--- src/logic/msvm_pkg.sv ---
// Operation
// Resolution code zero selects the native 256 microsteps per full step.
// Codes 1 to 8 select 128 down to fullstep, stepping the table by 2^code.
// Switch bit 19 set above the threshold forces chopper mode 1, decay 0.
// While that chopper override is active the off-time setting is doubled.
// Both fast-speed switches may be set together and act on one threshold.
// Switch bit 18 set above the threshold enters fullstep only at 45 deg.
// In fullstep the coil current is taken from the table entry at 45 deg.
// Sense bit 0 gives low sensitivity, 1 gives high sensitivity.
// Interpolation in 16 microstep step/dir mode spreads steps to 256.
// Software writes zero to bits 20..23 and ignores their read value.
package msvm_pkg;
	localparam int ADDR_W = 8;
	localparam int DATA_W = 32;
	localparam int THRESH_W = 20;
	localparam int POS_W = 10;
	localparam int CNT_W = 16;

	localparam logic [7:0] ADDR_CONF   = 8'h00;
	localparam logic [7:0] ADDR_THRESH = 8'h04;
	localparam logic [7:0] ADDR_STATUS = 8'h08;

	localparam int OFF_TIME_SETTING_LSB   = 0;
	localparam int OFF_TIME_SETTING_W     = 4;
	localparam int FD_BIT     = 12;
	localparam int CHM_BIT    = 14;
	localparam int SENSE_BIT  = 17;
	localparam int FS_SW_BIT  = 18;
	localparam int CHM_SW_BIT = 19;
	localparam int RES_LSB    = 24;
	localparam int RES_W      = 4;
	localparam int INTPOL_BIT = 28;

	// Reserved 20..23 and unused bits are not stored and read zero
	localparam logic [31:0] CONF_MASK   = 32'h1F0E_500F;
	localparam logic [31:0] CONF_RESET  = 32'h0000_0000;
	localparam logic [19:0] THRESH_RESET = 20'h0_0000;

	localparam int ST_FULL_BIT   = 0;
	localparam int ST_CHM_BIT    = 1;
	localparam int ST_FD_BIT     = 2;
	localparam int ST_HV_BIT     = 3;
	localparam int ST_WAIT_BIT   = 4;
	localparam int ST_OFF_TIME_SETTING_LSB   = 8;
	localparam int ST_POS_LSB    = 16;

	localparam logic [3:0] RES_NATIVE  = 4'h0;
	localparam logic [3:0] RES_FULL    = 4'h8;
	localparam logic [3:0] RES_SIXTEEN = 4'h4;

	localparam logic [7:0] POS_45DEG     = 8'h80;
	localparam logic [8:0] FULL_STEP_INC = 9'h100;
	localparam logic [4:0] INTERP_STEPS  = 5'h10;
	localparam int INTERP_SHIFT = 4;

	typedef enum logic [2:0] {
		MSVM_MICRO = 3'b001,
		MSVM_WAIT  = 3'b010,
		MSVM_FULL  = 3'b100
	} msvm_state_t;

	// Table advance per sequencer step; codes above 8 clamp to fullstep
	function automatic logic [8:0] msvm_step_width(input logic [3:0] code);
		logic [8:0] w;
		w = 9'h001;
		if (code >= RES_FULL) begin
			w = FULL_STEP_INC;
		end else begin
			w = 9'h001 << code;
		end
		return w;
	endfunction
endpackage

--- src/logic/msvm_if.sv ---
`timescale 1ns/1ps
interface msvm_if;
	logic       step;
	logic       step_dir;
	logic [3:0] code;
	logic       intpol_en;
	logic       inc_valid;
	logic [8:0] inc_amt;
	logic       inc_dir;

	modport ctl (output step, step_dir, code, intpol_en,
		input inc_valid, inc_amt, inc_dir);
	modport seq (input step, step_dir, code, intpol_en,
		output inc_valid, inc_amt, inc_dir);
endinterface

--- src/logic/msvm_stepper.sv ---
`timescale 1ns/1ps
module msvm_stepper (
	input  wire logic i_core_clk,
	input  wire logic i_srst,
	input  wire logic i_ce,
	msvm_if.seq       bus
);
	typedef struct packed {
		logic [15:0] period_cnt;
		logic [15:0] pace;
		logic [15:0] tick;
		logic [4:0]  rem;
		logic        dir;
		logic        inc_valid;
		logic [8:0]  inc_amt;
		logic        inc_dir;
	} msvm_seq_t;

	msvm_seq_t s_reg;
	msvm_seq_t s_next;

	always_comb begin
		s_next = s_reg;
		s_next.inc_valid = 1'b0;
		if (s_reg.period_cnt != 16'hFFFF) begin
			s_next.period_cnt = s_reg.period_cnt + 16'h0001;
		end
		if (bus.step) begin
			if (bus.intpol_en) begin
				// Leftover substeps are flushed so no position is lost
				s_next.inc_valid = (s_reg.rem != 5'h00);
				s_next.inc_amt = {4'h0, s_reg.rem};
				s_next.inc_dir = s_reg.dir;
				s_next.rem = msvm_pkg::INTERP_STEPS;
				s_next.dir = bus.step_dir;
				s_next.pace = s_reg.period_cnt >> msvm_pkg::INTERP_SHIFT;
				s_next.period_cnt = 16'h0000;
				s_next.tick = 16'h0000;
			end else begin
				s_next.inc_valid = 1'b1;
				s_next.inc_amt = msvm_pkg::msvm_step_width(bus.code);
				s_next.inc_dir = bus.step_dir;
				s_next.rem = 5'h00;
				s_next.period_cnt = 16'h0000;
			end
		end else if (s_reg.rem != 5'h00) begin
			if (s_reg.tick >= s_reg.pace) begin
				s_next.inc_valid = 1'b1;
				s_next.inc_amt = 9'h001;
				s_next.inc_dir = s_reg.dir;
				s_next.rem = s_reg.rem - 5'h01;
				s_next.tick = 16'h0000;
			end else begin
				s_next.tick = s_reg.tick + 16'h0001;
			end
		end
	end

	always_ff @(posedge i_core_clk) begin
		if (i_srst) begin
			s_reg <= '0;
		end else if (i_ce) begin
			s_reg <= s_next;
		end
	end

	assign bus.inc_valid = s_reg.inc_valid;
	assign bus.inc_amt   = s_reg.inc_amt;
	assign bus.inc_dir   = s_reg.inc_dir;
endmodule

--- src/logic/msvm_top.sv ---
`timescale 1ns/1ps
module msvm_top #(
	parameter int THRESH_W = msvm_pkg::THRESH_W
) (
	input  wire logic                  i_core_clk,
	input  wire logic                  i_srst,
	input  wire logic                  i_ce,
	input  wire logic [7:0]            i_addr,
	input  wire logic [31:0]           i_wdata,
	input  wire logic                  i_wr,
	input  wire logic                  i_rd,
	input  wire logic [THRESH_W-1:0]   i_velocity,
	input  wire logic                  i_step,
	input  wire logic                  i_step_dir,
	input  wire logic                  i_stepdir_mode,
	output logic      [31:0]           o_rdata,
	output logic      [9:0]            o_table_addr,
	output logic                       o_fullstep,
	output logic                       o_chopper_mode,
	output logic                       o_fast_decay_select,
	output logic      [4:0]            o_off_time_setting,
	output logic                       o_sense_high
);
	typedef struct packed {
		logic [31:0]          conf;
		logic [THRESH_W-1:0]  thresh;
		logic [31:0]          rdata;
		msvm_pkg::msvm_state_t st;
		logic [9:0]           pos;
		logic [9:0]           table_addr;
		logic                 full;
		logic                 chm;
		logic                 fd;
		logic [4:0]           off_time_setting;
		logic                 sense;
		logic                 hv;
	} msvm_top_t;

	msvm_top_t s_reg;
	msvm_top_t s_next;
	msvm_if    seq_bus ();

	logic       hv_now;
	logic       fs_req;
	logic       chm_ovr;
	logic [3:0] code;
	logic [3:0] off_time_setting_raw;
	logic [31:0] status;

	// =========================================================
	// Field decode
	// =========================================================
	assign code = s_reg.conf[msvm_pkg::RES_LSB +: msvm_pkg::RES_W];
	assign off_time_setting_raw = s_reg.conf[msvm_pkg::OFF_TIME_SETTING_LSB +: msvm_pkg::OFF_TIME_SETTING_W];
	// Strictly above: equal velocity is not yet exceeded
	assign hv_now = (i_velocity > s_reg.thresh);
	// Both switches read one comparison, so they may act together
	assign fs_req = s_reg.conf[msvm_pkg::FS_SW_BIT] & hv_now;
	assign chm_ovr = s_reg.conf[msvm_pkg::CHM_SW_BIT] & hv_now;

	assign seq_bus.step = i_step & (s_reg.st != msvm_pkg::MSVM_FULL);
	assign seq_bus.step_dir = i_step_dir;
	assign seq_bus.code = code;
	assign seq_bus.intpol_en = s_reg.conf[msvm_pkg::INTPOL_BIT]
		& (code == msvm_pkg::RES_SIXTEEN) & i_stepdir_mode;

	msvm_stepper u_stepper (
		.i_core_clk (i_core_clk),
		.i_srst     (i_srst),
		.i_ce       (i_ce),
		.bus        (seq_bus)
	);

	always_comb begin
		status = 32'h0000_0000;
		status[msvm_pkg::ST_FULL_BIT] = s_reg.full;
		status[msvm_pkg::ST_CHM_BIT] = s_reg.chm;
		status[msvm_pkg::ST_FD_BIT] = s_reg.fd;
		status[msvm_pkg::ST_HV_BIT] = s_reg.hv;
		status[msvm_pkg::ST_WAIT_BIT] = (s_reg.st == msvm_pkg::MSVM_WAIT);
		status[msvm_pkg::ST_OFF_TIME_SETTING_LSB +: 5] = s_reg.off_time_setting;
		status[msvm_pkg::ST_POS_LSB +: 10] = s_reg.pos;
	end

	// =========================================================
	// Next state
	// =========================================================
	always_comb begin
		s_next = s_reg;
		s_next.hv = hv_now;
		s_next.rdata = 32'h0000_0000;

		if (i_wr) begin
			unique case (i_addr)
				msvm_pkg::ADDR_CONF: begin
					// Reserved bits are dropped whatever software writes
					s_next.conf = i_wdata & msvm_pkg::CONF_MASK;
				end
				msvm_pkg::ADDR_THRESH: begin
					s_next.thresh = i_wdata[THRESH_W-1:0];
				end
				default: begin
				end
			endcase
		end
		if (i_rd) begin
			unique case (i_addr)
				msvm_pkg::ADDR_CONF: begin
					s_next.rdata = s_reg.conf;
				end
				msvm_pkg::ADDR_THRESH: begin
					s_next.rdata = 32'(s_reg.thresh);
				end
				msvm_pkg::ADDR_STATUS: begin
					s_next.rdata = status;
				end
				default: begin
					s_next.rdata = 32'h0000_0000;
				end
			endcase
		end

		// Table position: sub-sequencer steps, or whole steps in fullstep
		if (s_reg.st == msvm_pkg::MSVM_FULL) begin
			if (i_step) begin
				s_next.pos = i_step_dir
					? s_reg.pos - 10'(msvm_pkg::FULL_STEP_INC)
					: s_reg.pos + 10'(msvm_pkg::FULL_STEP_INC);
			end
		end else if (seq_bus.inc_valid) begin
			s_next.pos = seq_bus.inc_dir
				? s_reg.pos - 10'(seq_bus.inc_amt)
				: s_reg.pos + 10'(seq_bus.inc_amt);
		end

		unique case (s_reg.st)
			msvm_pkg::MSVM_MICRO: begin
				if (fs_req) begin
					if (s_reg.pos[7:0] == msvm_pkg::POS_45DEG) begin
						s_next.st = msvm_pkg::MSVM_FULL;
					end else begin
						s_next.st = msvm_pkg::MSVM_WAIT;
					end
				end
			end
			msvm_pkg::MSVM_WAIT: begin
				// Keep microstepping until the position lands exactly on the 45 deg point
				if (!fs_req) begin
					s_next.st = msvm_pkg::MSVM_MICRO;
				end else if (s_reg.pos[7:0] == msvm_pkg::POS_45DEG) begin
					s_next.st = msvm_pkg::MSVM_FULL;
				end
			end
			msvm_pkg::MSVM_FULL: begin
				if (!fs_req) begin
					s_next.st = msvm_pkg::MSVM_MICRO;
				end
			end
		endcase

		s_next.full = (s_next.st == msvm_pkg::MSVM_FULL);
		if (s_next.full) begin
			s_next.table_addr = {s_next.pos[9:8], msvm_pkg::POS_45DEG};
		end else begin
			s_next.table_addr = s_next.pos;
		end

		if (chm_ovr) begin
			s_next.chm = 1'b1;
			s_next.fd = 1'b0;
			// Doubling keeps the chopper frequency from doubling
			s_next.off_time_setting = {off_time_setting_raw, 1'b0};
		end else begin
			s_next.chm = s_reg.conf[msvm_pkg::CHM_BIT];
			s_next.fd = s_reg.conf[msvm_pkg::FD_BIT];
			s_next.off_time_setting = {1'b0, off_time_setting_raw};
		end
		s_next.sense = s_reg.conf[msvm_pkg::SENSE_BIT];
	end

	always_ff @(posedge i_core_clk) begin
		if (i_srst) begin
			s_reg <= '0;
			s_reg.conf <= msvm_pkg::CONF_RESET;
			s_reg.thresh <= THRESH_W'(msvm_pkg::THRESH_RESET);
			s_reg.st <= msvm_pkg::MSVM_MICRO;
		end else if (i_ce) begin
			s_reg <= s_next;
		end
	end

	assign o_rdata = s_reg.rdata;
	assign o_table_addr = s_reg.table_addr;
	assign o_fullstep = s_reg.full;
	assign o_chopper_mode = s_reg.chm;
	assign o_fast_decay_select = s_reg.fd;
	assign o_off_time_setting = s_reg.off_time_setting;
	assign o_sense_high = s_reg.sense;
endmodule

--- config.mk ---
export PLATFORM = sky130hd
export DESIGN_NAME = msvm_top
export DESIGN_NICKNAME = d
export VERILOG_FILES = /design/src/logic/msvm_pkg.sv /design/src/logic/msvm_if.sv /design/src/logic/msvm_stepper.sv /design/src/logic/msvm_top.sv
export SDC_FILE = /design/constraint.sdc
export NUM_CORES = 1
export LEC_CHECK = 0
export ABC_AREA = 1
export BUFFER_PORTS_ARGS = -buffer_cell sky130_fd_sc_hd__buf_2
export CORE_UTILIZATION = 63
export CTS_CLUSTER_SIZE = 40
export DETAILED_ROUTE_END_ITERATION = 10
export GPL_TIMING_DRIVEN = 1
export PLACE_DENSITY_LB_ADDON = 0.1
export SYNTH_ARGS = -nofsm -noshare
export SYNTH_HDL_FRONTEND = slang
export SYNTH_HIERARCHICAL = 1
export SYNTH_SLANG_ARGS = --single-unit
--- constraint.sdc ---
create_clock -name i_core_clk -period 3.8 [get_ports i_core_clk]
set_input_delay 0.38 -clock i_core_clk [delete_from_list [all_inputs] [get_ports i_core_clk]]
set_output_delay 0.38 -clock i_core_clk [all_outputs]
set_load 0.005 [all_outputs]
==> results of run 1 <==
==> final cells by class <==
cell class | count | area, sq um
antenna | 1 | 2.50
inverter | 158 | 598
fill | 1138 | 3790
clock buffer | 18 | 439
clock inverter | 14 | 241
sequential | 155 | 3100
timing repair buffer | 114 | 586
multi-input combinational | 815 | 4370
tap | 176 | 220
==> worst register-to-register path, stage by stage (launching register included) <==
cell     delay [ps]
dfxtp_1         360
inv_1           100
ha_1            150
inv_1            50
nor2_1          120
inv_1            70
a22oi_1         230
ha_1            360
a21oi_1         210
nand2_1         130
a21oi_1         170
xnor2_1          90
o21ai_0         310
o21a_1          190
nor2_1           40
==> where the power goes <==
part / switching, uW / internal [uW] / leakage, uW
clock network: 691 / 1250 / 0.000331
registers: 37.1 / 1660 / 0.00125
logic: 327 / 193 / 0.00251
total: 1050 / 3110 / 0.00409
==> metrics by stage <==
step | std cells | total power [uW] | hold slack [ps] | setup slack [ps]
2_1_floorplan | 1225 | 2130 | 419 | 1460
3_3_place_gp | 1418 | 2240 | 433 | 1210
3_5_place_dp | 1418 | 2240 | 434 | 1200
4_1_cts | 1450 | 4170 | 175 | 1150
5_1_grt | 1451 | 4320 | 194 | 857
6_report | 1451 | 4160 | 180 | 1090
==> cell families after synthesis <==
family,count (synthesis),synth area share
xor gates and xnor gates,21,0.0212
AOI/OAI and AO/OA,259,0.165
and+or+nand+nor,486,0.249
other,1,0.000432
adders and majority gates,46,0.0672
DFF,155,0.358
buffers and inverters,255,0.140
==> cell usage after synthesis, types with 6 or more instances <==
library cell | instances | area (sq um)
nor2_4 | 7 | 78.8
clkbuf_1 | 27 | 101
nand2_2 | 6 | 37.5
buf_2 | 7 | 35.0
a21oi_2 | 6 | 52.6
inv_1 | 151 | 567
dfxtp_1 | 155 | 3100
ha_1 | 45 | 563
buf_4 | 60 | 450
a211oi_1 | 10 | 75.1
nand2_1 | 246 | 923
nor2_1 | 114 | 428
xor2_1 | 16 | 140
a21oi_1 | 134 | 671
nand4_1 | 18 | 113
o21ai_0 | 74 | 370
nor3_1 | 17 | 85.1
nand3_1 | 51 | 255
==> layer usage <==
layer	global-route usage	vias up	share of wire
li1	-	4000	-
met1	0.390	3530	0.45
met2	0.487	300	0.46
met3	0.0580	28	0.071
met4	0.105	2	0.018
met5	0	-	0.00063
==> worst max path at each step <==
stage | cells after the start | slack, ps | start | to
after global placement | 14 | 1210 | u_stepper/bus.inc_amt[0]$_SDFFE_PP0P_ | o_table_addr[5]$_SDFFE_PP0P_
after global routing | 14 | 860 | u_stepper/bus.inc_amt[0]$_SDFFE_PP0P_ | o_table_addr[5]$_SDFFE_PP0P_
after CTS | 11 | 1150 | u_stepper/bus.inc_amt[0]$_SDFFE_PP0P_ | o_table_addr[5]$_SDFFE_PP0P_
after floorplan | 18 | 1460 | u_stepper/bus.inc_amt[0]$_SDFFE_PP0P_ | o_table_addr[7]$_SDFFE_PP0P_
final | 14 | 1090 | u_stepper/bus.inc_amt[0]$_SDFFE_PP0P_ | o_table_addr[5]$_SDFFE_PP0P_
after detailed placement | 14 | 1200 | u_stepper/bus.inc_amt[0]$_SDFFE_PP0P_ | o_table_addr[5]$_SDFFE_PP0P_
==> impl_metrics.yaml, run 1 <==
cells_and_area:
  fin_nets: 1375
  post_route_cells_drive_above_1_share: 0.153
  post-route-util: 0.716
  mostFrequentLayoutCells: "nand2_1 (246), dfxtp_1 (155), inv_1 (151)"
  layout_commonest_cell: "nand2_1"
  area_growth_pct: 10.2
  largest_register_ffs: 50
  postLayoutCellArea_sq_um: 9560
sta:
  worst_pin_slew_ps: 911
  finalCriticalPeriod_ps: 2710
  rsz0062_at_grt: "false"
  tns_ps: 0
  slew_viol_final: 0
  final.setup_skew_ps: 6.43
  max_freq_ghz: 0.369
  setup_viol: 0
  hold_violations: 0
  final.period_utilization: 0.714
  slew_headroom: 0.393
drt:
  ant_nets: 0
  drc: 0
  viasPerCell: 5.42
  wl_um: 20700
  wl_per_cell_um: 14.3
  firstDrtPassIters: 6
  drt_iter0_drc: 647
  via_count: 7860
worst_hold_path:
  worstHoldPathType: "primary input to register"
  holdPathEnd: "code[3]$_SDFFE_PP0P_"
  hold_start: "i_wdata[27]"
  holdPathStages: 3
clock_network:
  cts_buffer_depth: 2
  cts_root_buf: "clkbuf_16"
  cts_made_buffers: 17
  cts_tree: "built"
  clk_latency_ps: 430
  cts_num_sinks: 155
  htree_levels: 4
  postCtsSetupBuffers: 0
  hold_buffers: 0
  ctsResizeCount: 0
  clkTransAtPathRegs_ps: 60
global_routing:
  antenna_found_initial: 2
  grt_pass1_vias: 6975
  grt_max_degree: 55
  grt_first_pass_wirelength_um: 33600
  gr-total-overflow: 0
  track_usage: 0.298
die:
  die_y_um: 119
  initial_core_util: 0.650
  coreArea_sq_um: 13300
  fp-row-count: 42
  design.die.area_sq_um: 14200
  io-pin-count: 119
  die_x_um: 119
synth:
  async_flop_share: 0
  synth_flop_cell: "dfxtp_1"
  syn-cell-area_sq_um: 8680
  synthDistinctLibCells: 49
  synth_edf_count: 0
  ys_seq_area_frac: 0.358
  synth-seq-cells: 155
  yosys_warnings: 6
  syn_avg_cell_area_sq_um: 7.09
  syn_inst: 1223
place:
  gp_congestion: 0.890
  port_buffers: 108
  dpl_cell_area_sq_um: 8880
  dpl.hpwl_um: 14800
power_and_ir_drop:
  vdd_drop_max_mv: 0.310
  leakage_uw: 0.00409
  cellPowerDensity_nw_per_um2: 435
critical_path:
  reg2reg_depth: 14
  end_kind: "register"
  slowest_delay_ps: 360
  worstSetupPathType: "register to register"
  r2r_end: "o_table_addr[5]$_SDFFE_PP0P_"
  crit_path_frequent_cell: "inv_1"
  crit_fanout: 6
  critPathBufInv: 3
  r2r_setup_slack_ps: 1090
  regToRegStartpoint: "u_stepper/bus.inc_amt[0]$_SDFFE_PP0P_"
  crit_path_cell_trace: "inv_1, ha_1, inv_1, nor2_1, inv_1, a22oi_1, ha_1, a21oi_1, nand2_1, a21oi_1, xnor2_1, o21ai_0, o21a_1, nor2_1"
  critPathSlowestCell: "dfxtp_1"
  critPathTopFamily: "compound AO/OA/AOI/OAI gates"
  crit_path_start_kind: "register"
  required_ps: 4090
  worstPathArrival_ps: 3010
flow_run:
  maxCapViolCount: 0
status:
  outcome: "complete, no violations"
No activity file was read; power rests on OpenSTA's default activity.
==> run 2, diff against run 1 <==
CORE_UTILIZATION = 58   (was 63)
clock period = 2.7 ns   (was 3.8 ns; I/O delays follow)
==> impl_metrics.yaml, run 2 (same netlist as run 1, synthesis figures left out) <==
place:
  gp_congestion: 0.871
  place_ws_ps: 149
  port_buffers: 108
  dpl.hpwl_um: 15200
critical_path:
  reg2reg_depth: 13
  critPathSlowestCell: "dfxtp_2"
  crit_path_frequent_cell: "inv_1"
  slowest_delay_ps: 330
  required_ps: 2990
  worstPathArrival_ps: 2760
  r2r_setup_slack_ps: 230
  r2r_end: "o_table_addr[3]$_SDFFE_PP0P_"
  end_kind: "register"
  crit_fanout: 6
  worstSetupPathType: "register to register"
  crit_path_start_kind: "register"
  regToRegStartpoint: "u_stepper/bus.inc_amt[0]$_SDFFE_PP0P_"
  crit_path_cell_trace: "inv_1, ha_1, inv_1, nor2_2, inv_1, a22oi_1, ha_1, a21oi_1, nand2_1, xor2_1, o21ai_0, o21a_1, nor2_1"
clock_network:
  cts_tree: "built"
  hold_buffers: 0
  cts_root_buf: "clkbuf_16"
  cts_buffer_depth: 2
  clkTransAtPathRegs_ps: 60
  postCtsSetupBuffers: 0
  cts_made_buffers: 17
  clk_latency_ps: 420
  htree_levels: 4
  cts_num_sinks: 155
  ctsResizeCount: 0
power_and_ir_drop:
  cellPowerDensity_nw_per_um2: 567
  vdd_drop_max_mv: 0.499
  leakage_uw: 0.00406
  p_total_uw: 5410
sta:
  final.setup.worst_slack_ps: 228
  max_freq_ghz: 0.405
  setup_viol: 0
  finalCriticalPeriod_ps: 2470
  final.setup_skew_ps: 8.66
  final.period_utilization: 0.916
  worst_pin_slew_ps: 666
  fin_hold_ws_ps: 105
  tns_ps: 0
  rsz0062_at_grt: "false"
  hold_violations: 0
  slew_viol_final: 0
  slew_headroom: 0.554
flow_run:
  maxCapViolCount: 0
cells_and_area:
  post-route-util: 0.654
  antenna_cells: 0
  layout_commonest_cell: "nand2_1"
  fin_nets: 1380
  area_growth_pct: 9.92
  mostFrequentLayoutCells: "nand2_1 (245), dfxtp_1 (153), inv_1 (151)"
  post_route_cells_drive_above_1_share: 0.162
  largest_register_ffs: 50
drt:
  firstDrtPassIters: 7
  via_count: 7769
  wl_per_cell_um: 14.0
  wl_um: 20500
  drt_iter0_drc: 483
  ant_nets: 0
  drc: 0
  viasPerCell: 5.31
die:
  die_x_um: 124
  fp-row-count: 44
  die_y_um: 124
  initial_core_util: 0.595
  coreArea_sq_um: 14600
  io-pin-count: 119
  design.die.area_sq_um: 15500
global_routing:
  track_usage: 0.266
  gr-total-overflow: 0
  antenna_found_initial: 0
  grt_pass1_vias: 6893
  grt_first_pass_wirelength_um: 33400
  grt_max_degree: 46
worst_hold_path:
  holdPathStages: 3
  worstHoldPathType: "primary input to register"
  holdPathEnd: "s_reg[78]$_SDFFE_PP0P_"
  hold_start: "i_wdata[13]"
status:
  outcome: "complete, no violations"
run 2: worst max-delay path by stage:
stage	startpoint	end	slack [ps]	cells after the start
global placement	u_stepper/bus.inc_amt[0]$_SDFFE_PP0P_	o_table_addr[7]$_SDFFE_PP0P_	230	17
global route	u_stepper/bus.inc_amt[1]$_SDFFE_PP0P_	s_reg[29]$_SDFFE_PP0P_	8	17
finish	u_stepper/bus.inc_amt[0]$_SDFFE_PP0P_	o_table_addr[3]$_SDFFE_PP0P_	230	13
floorplan	u_stepper/bus.inc_amt[0]$_SDFFE_PP0P_	o_table_addr[7]$_SDFFE_PP0P_	360	18
CTS	u_stepper/bus.inc_amt[0]$_SDFFE_PP0P_	s_reg[29]$_SDFFE_PP0P_	130	16
detailed placement	u_stepper/bus.inc_amt[0]$_SDFFE_PP0P_	o_table_addr[7]$_SDFFE_PP0P_	150	16
run 2: metrics by stage:
step	instances	instance area [sq um]
floorplan	1225	8680
global placement	1431	8940
detailed placement	1431	8940
CTS	1463	9500
global route	1463	9540
finish	1463	9540
run 2: power by group:
group          internal [uW]  switching (uW)  total, uW  leakage [uW]
logic                    286             476        762       0.00254
registers               2340            50.6       2390       0.00125
clock network           1310             948       2260      0.000261
total                   3930            1480       5410       0.00406
run 2: layer usage:
layer	share of wire	global-route usage	vias to the layer above
met5	0	0	-
met4	0.023	0.0914	0
met3	0.056	0.0485	34
met2	0.44	0.417	218
met1	0.48	0.366	3502
li1	-	-	4015
run 2: final cells by class:
cell class	count	area, sq um
Fill cell	1367	5050
Sequential cell	155	3110
Multi-Input combinational cell	815	4410
Tap cell	184	230
Clock buffer	21	460
Inverter	158	598
Timing Repair Buffer	119	636
Clock inverter	11	96.3
run 2: worst max-delay path, delay by kind of cell (launching register included):
| kind | cells | cell delay [ps] |
|---|---|---|
| xor+xnor | 1 | 160 |
| simple gates | 3 | 250 |
| buf+inv | 3 | 210 |
| flops | 1 | 330 |
| compound gates | 4 | 890 |
| fa+ha+maj | 2 | 490 |
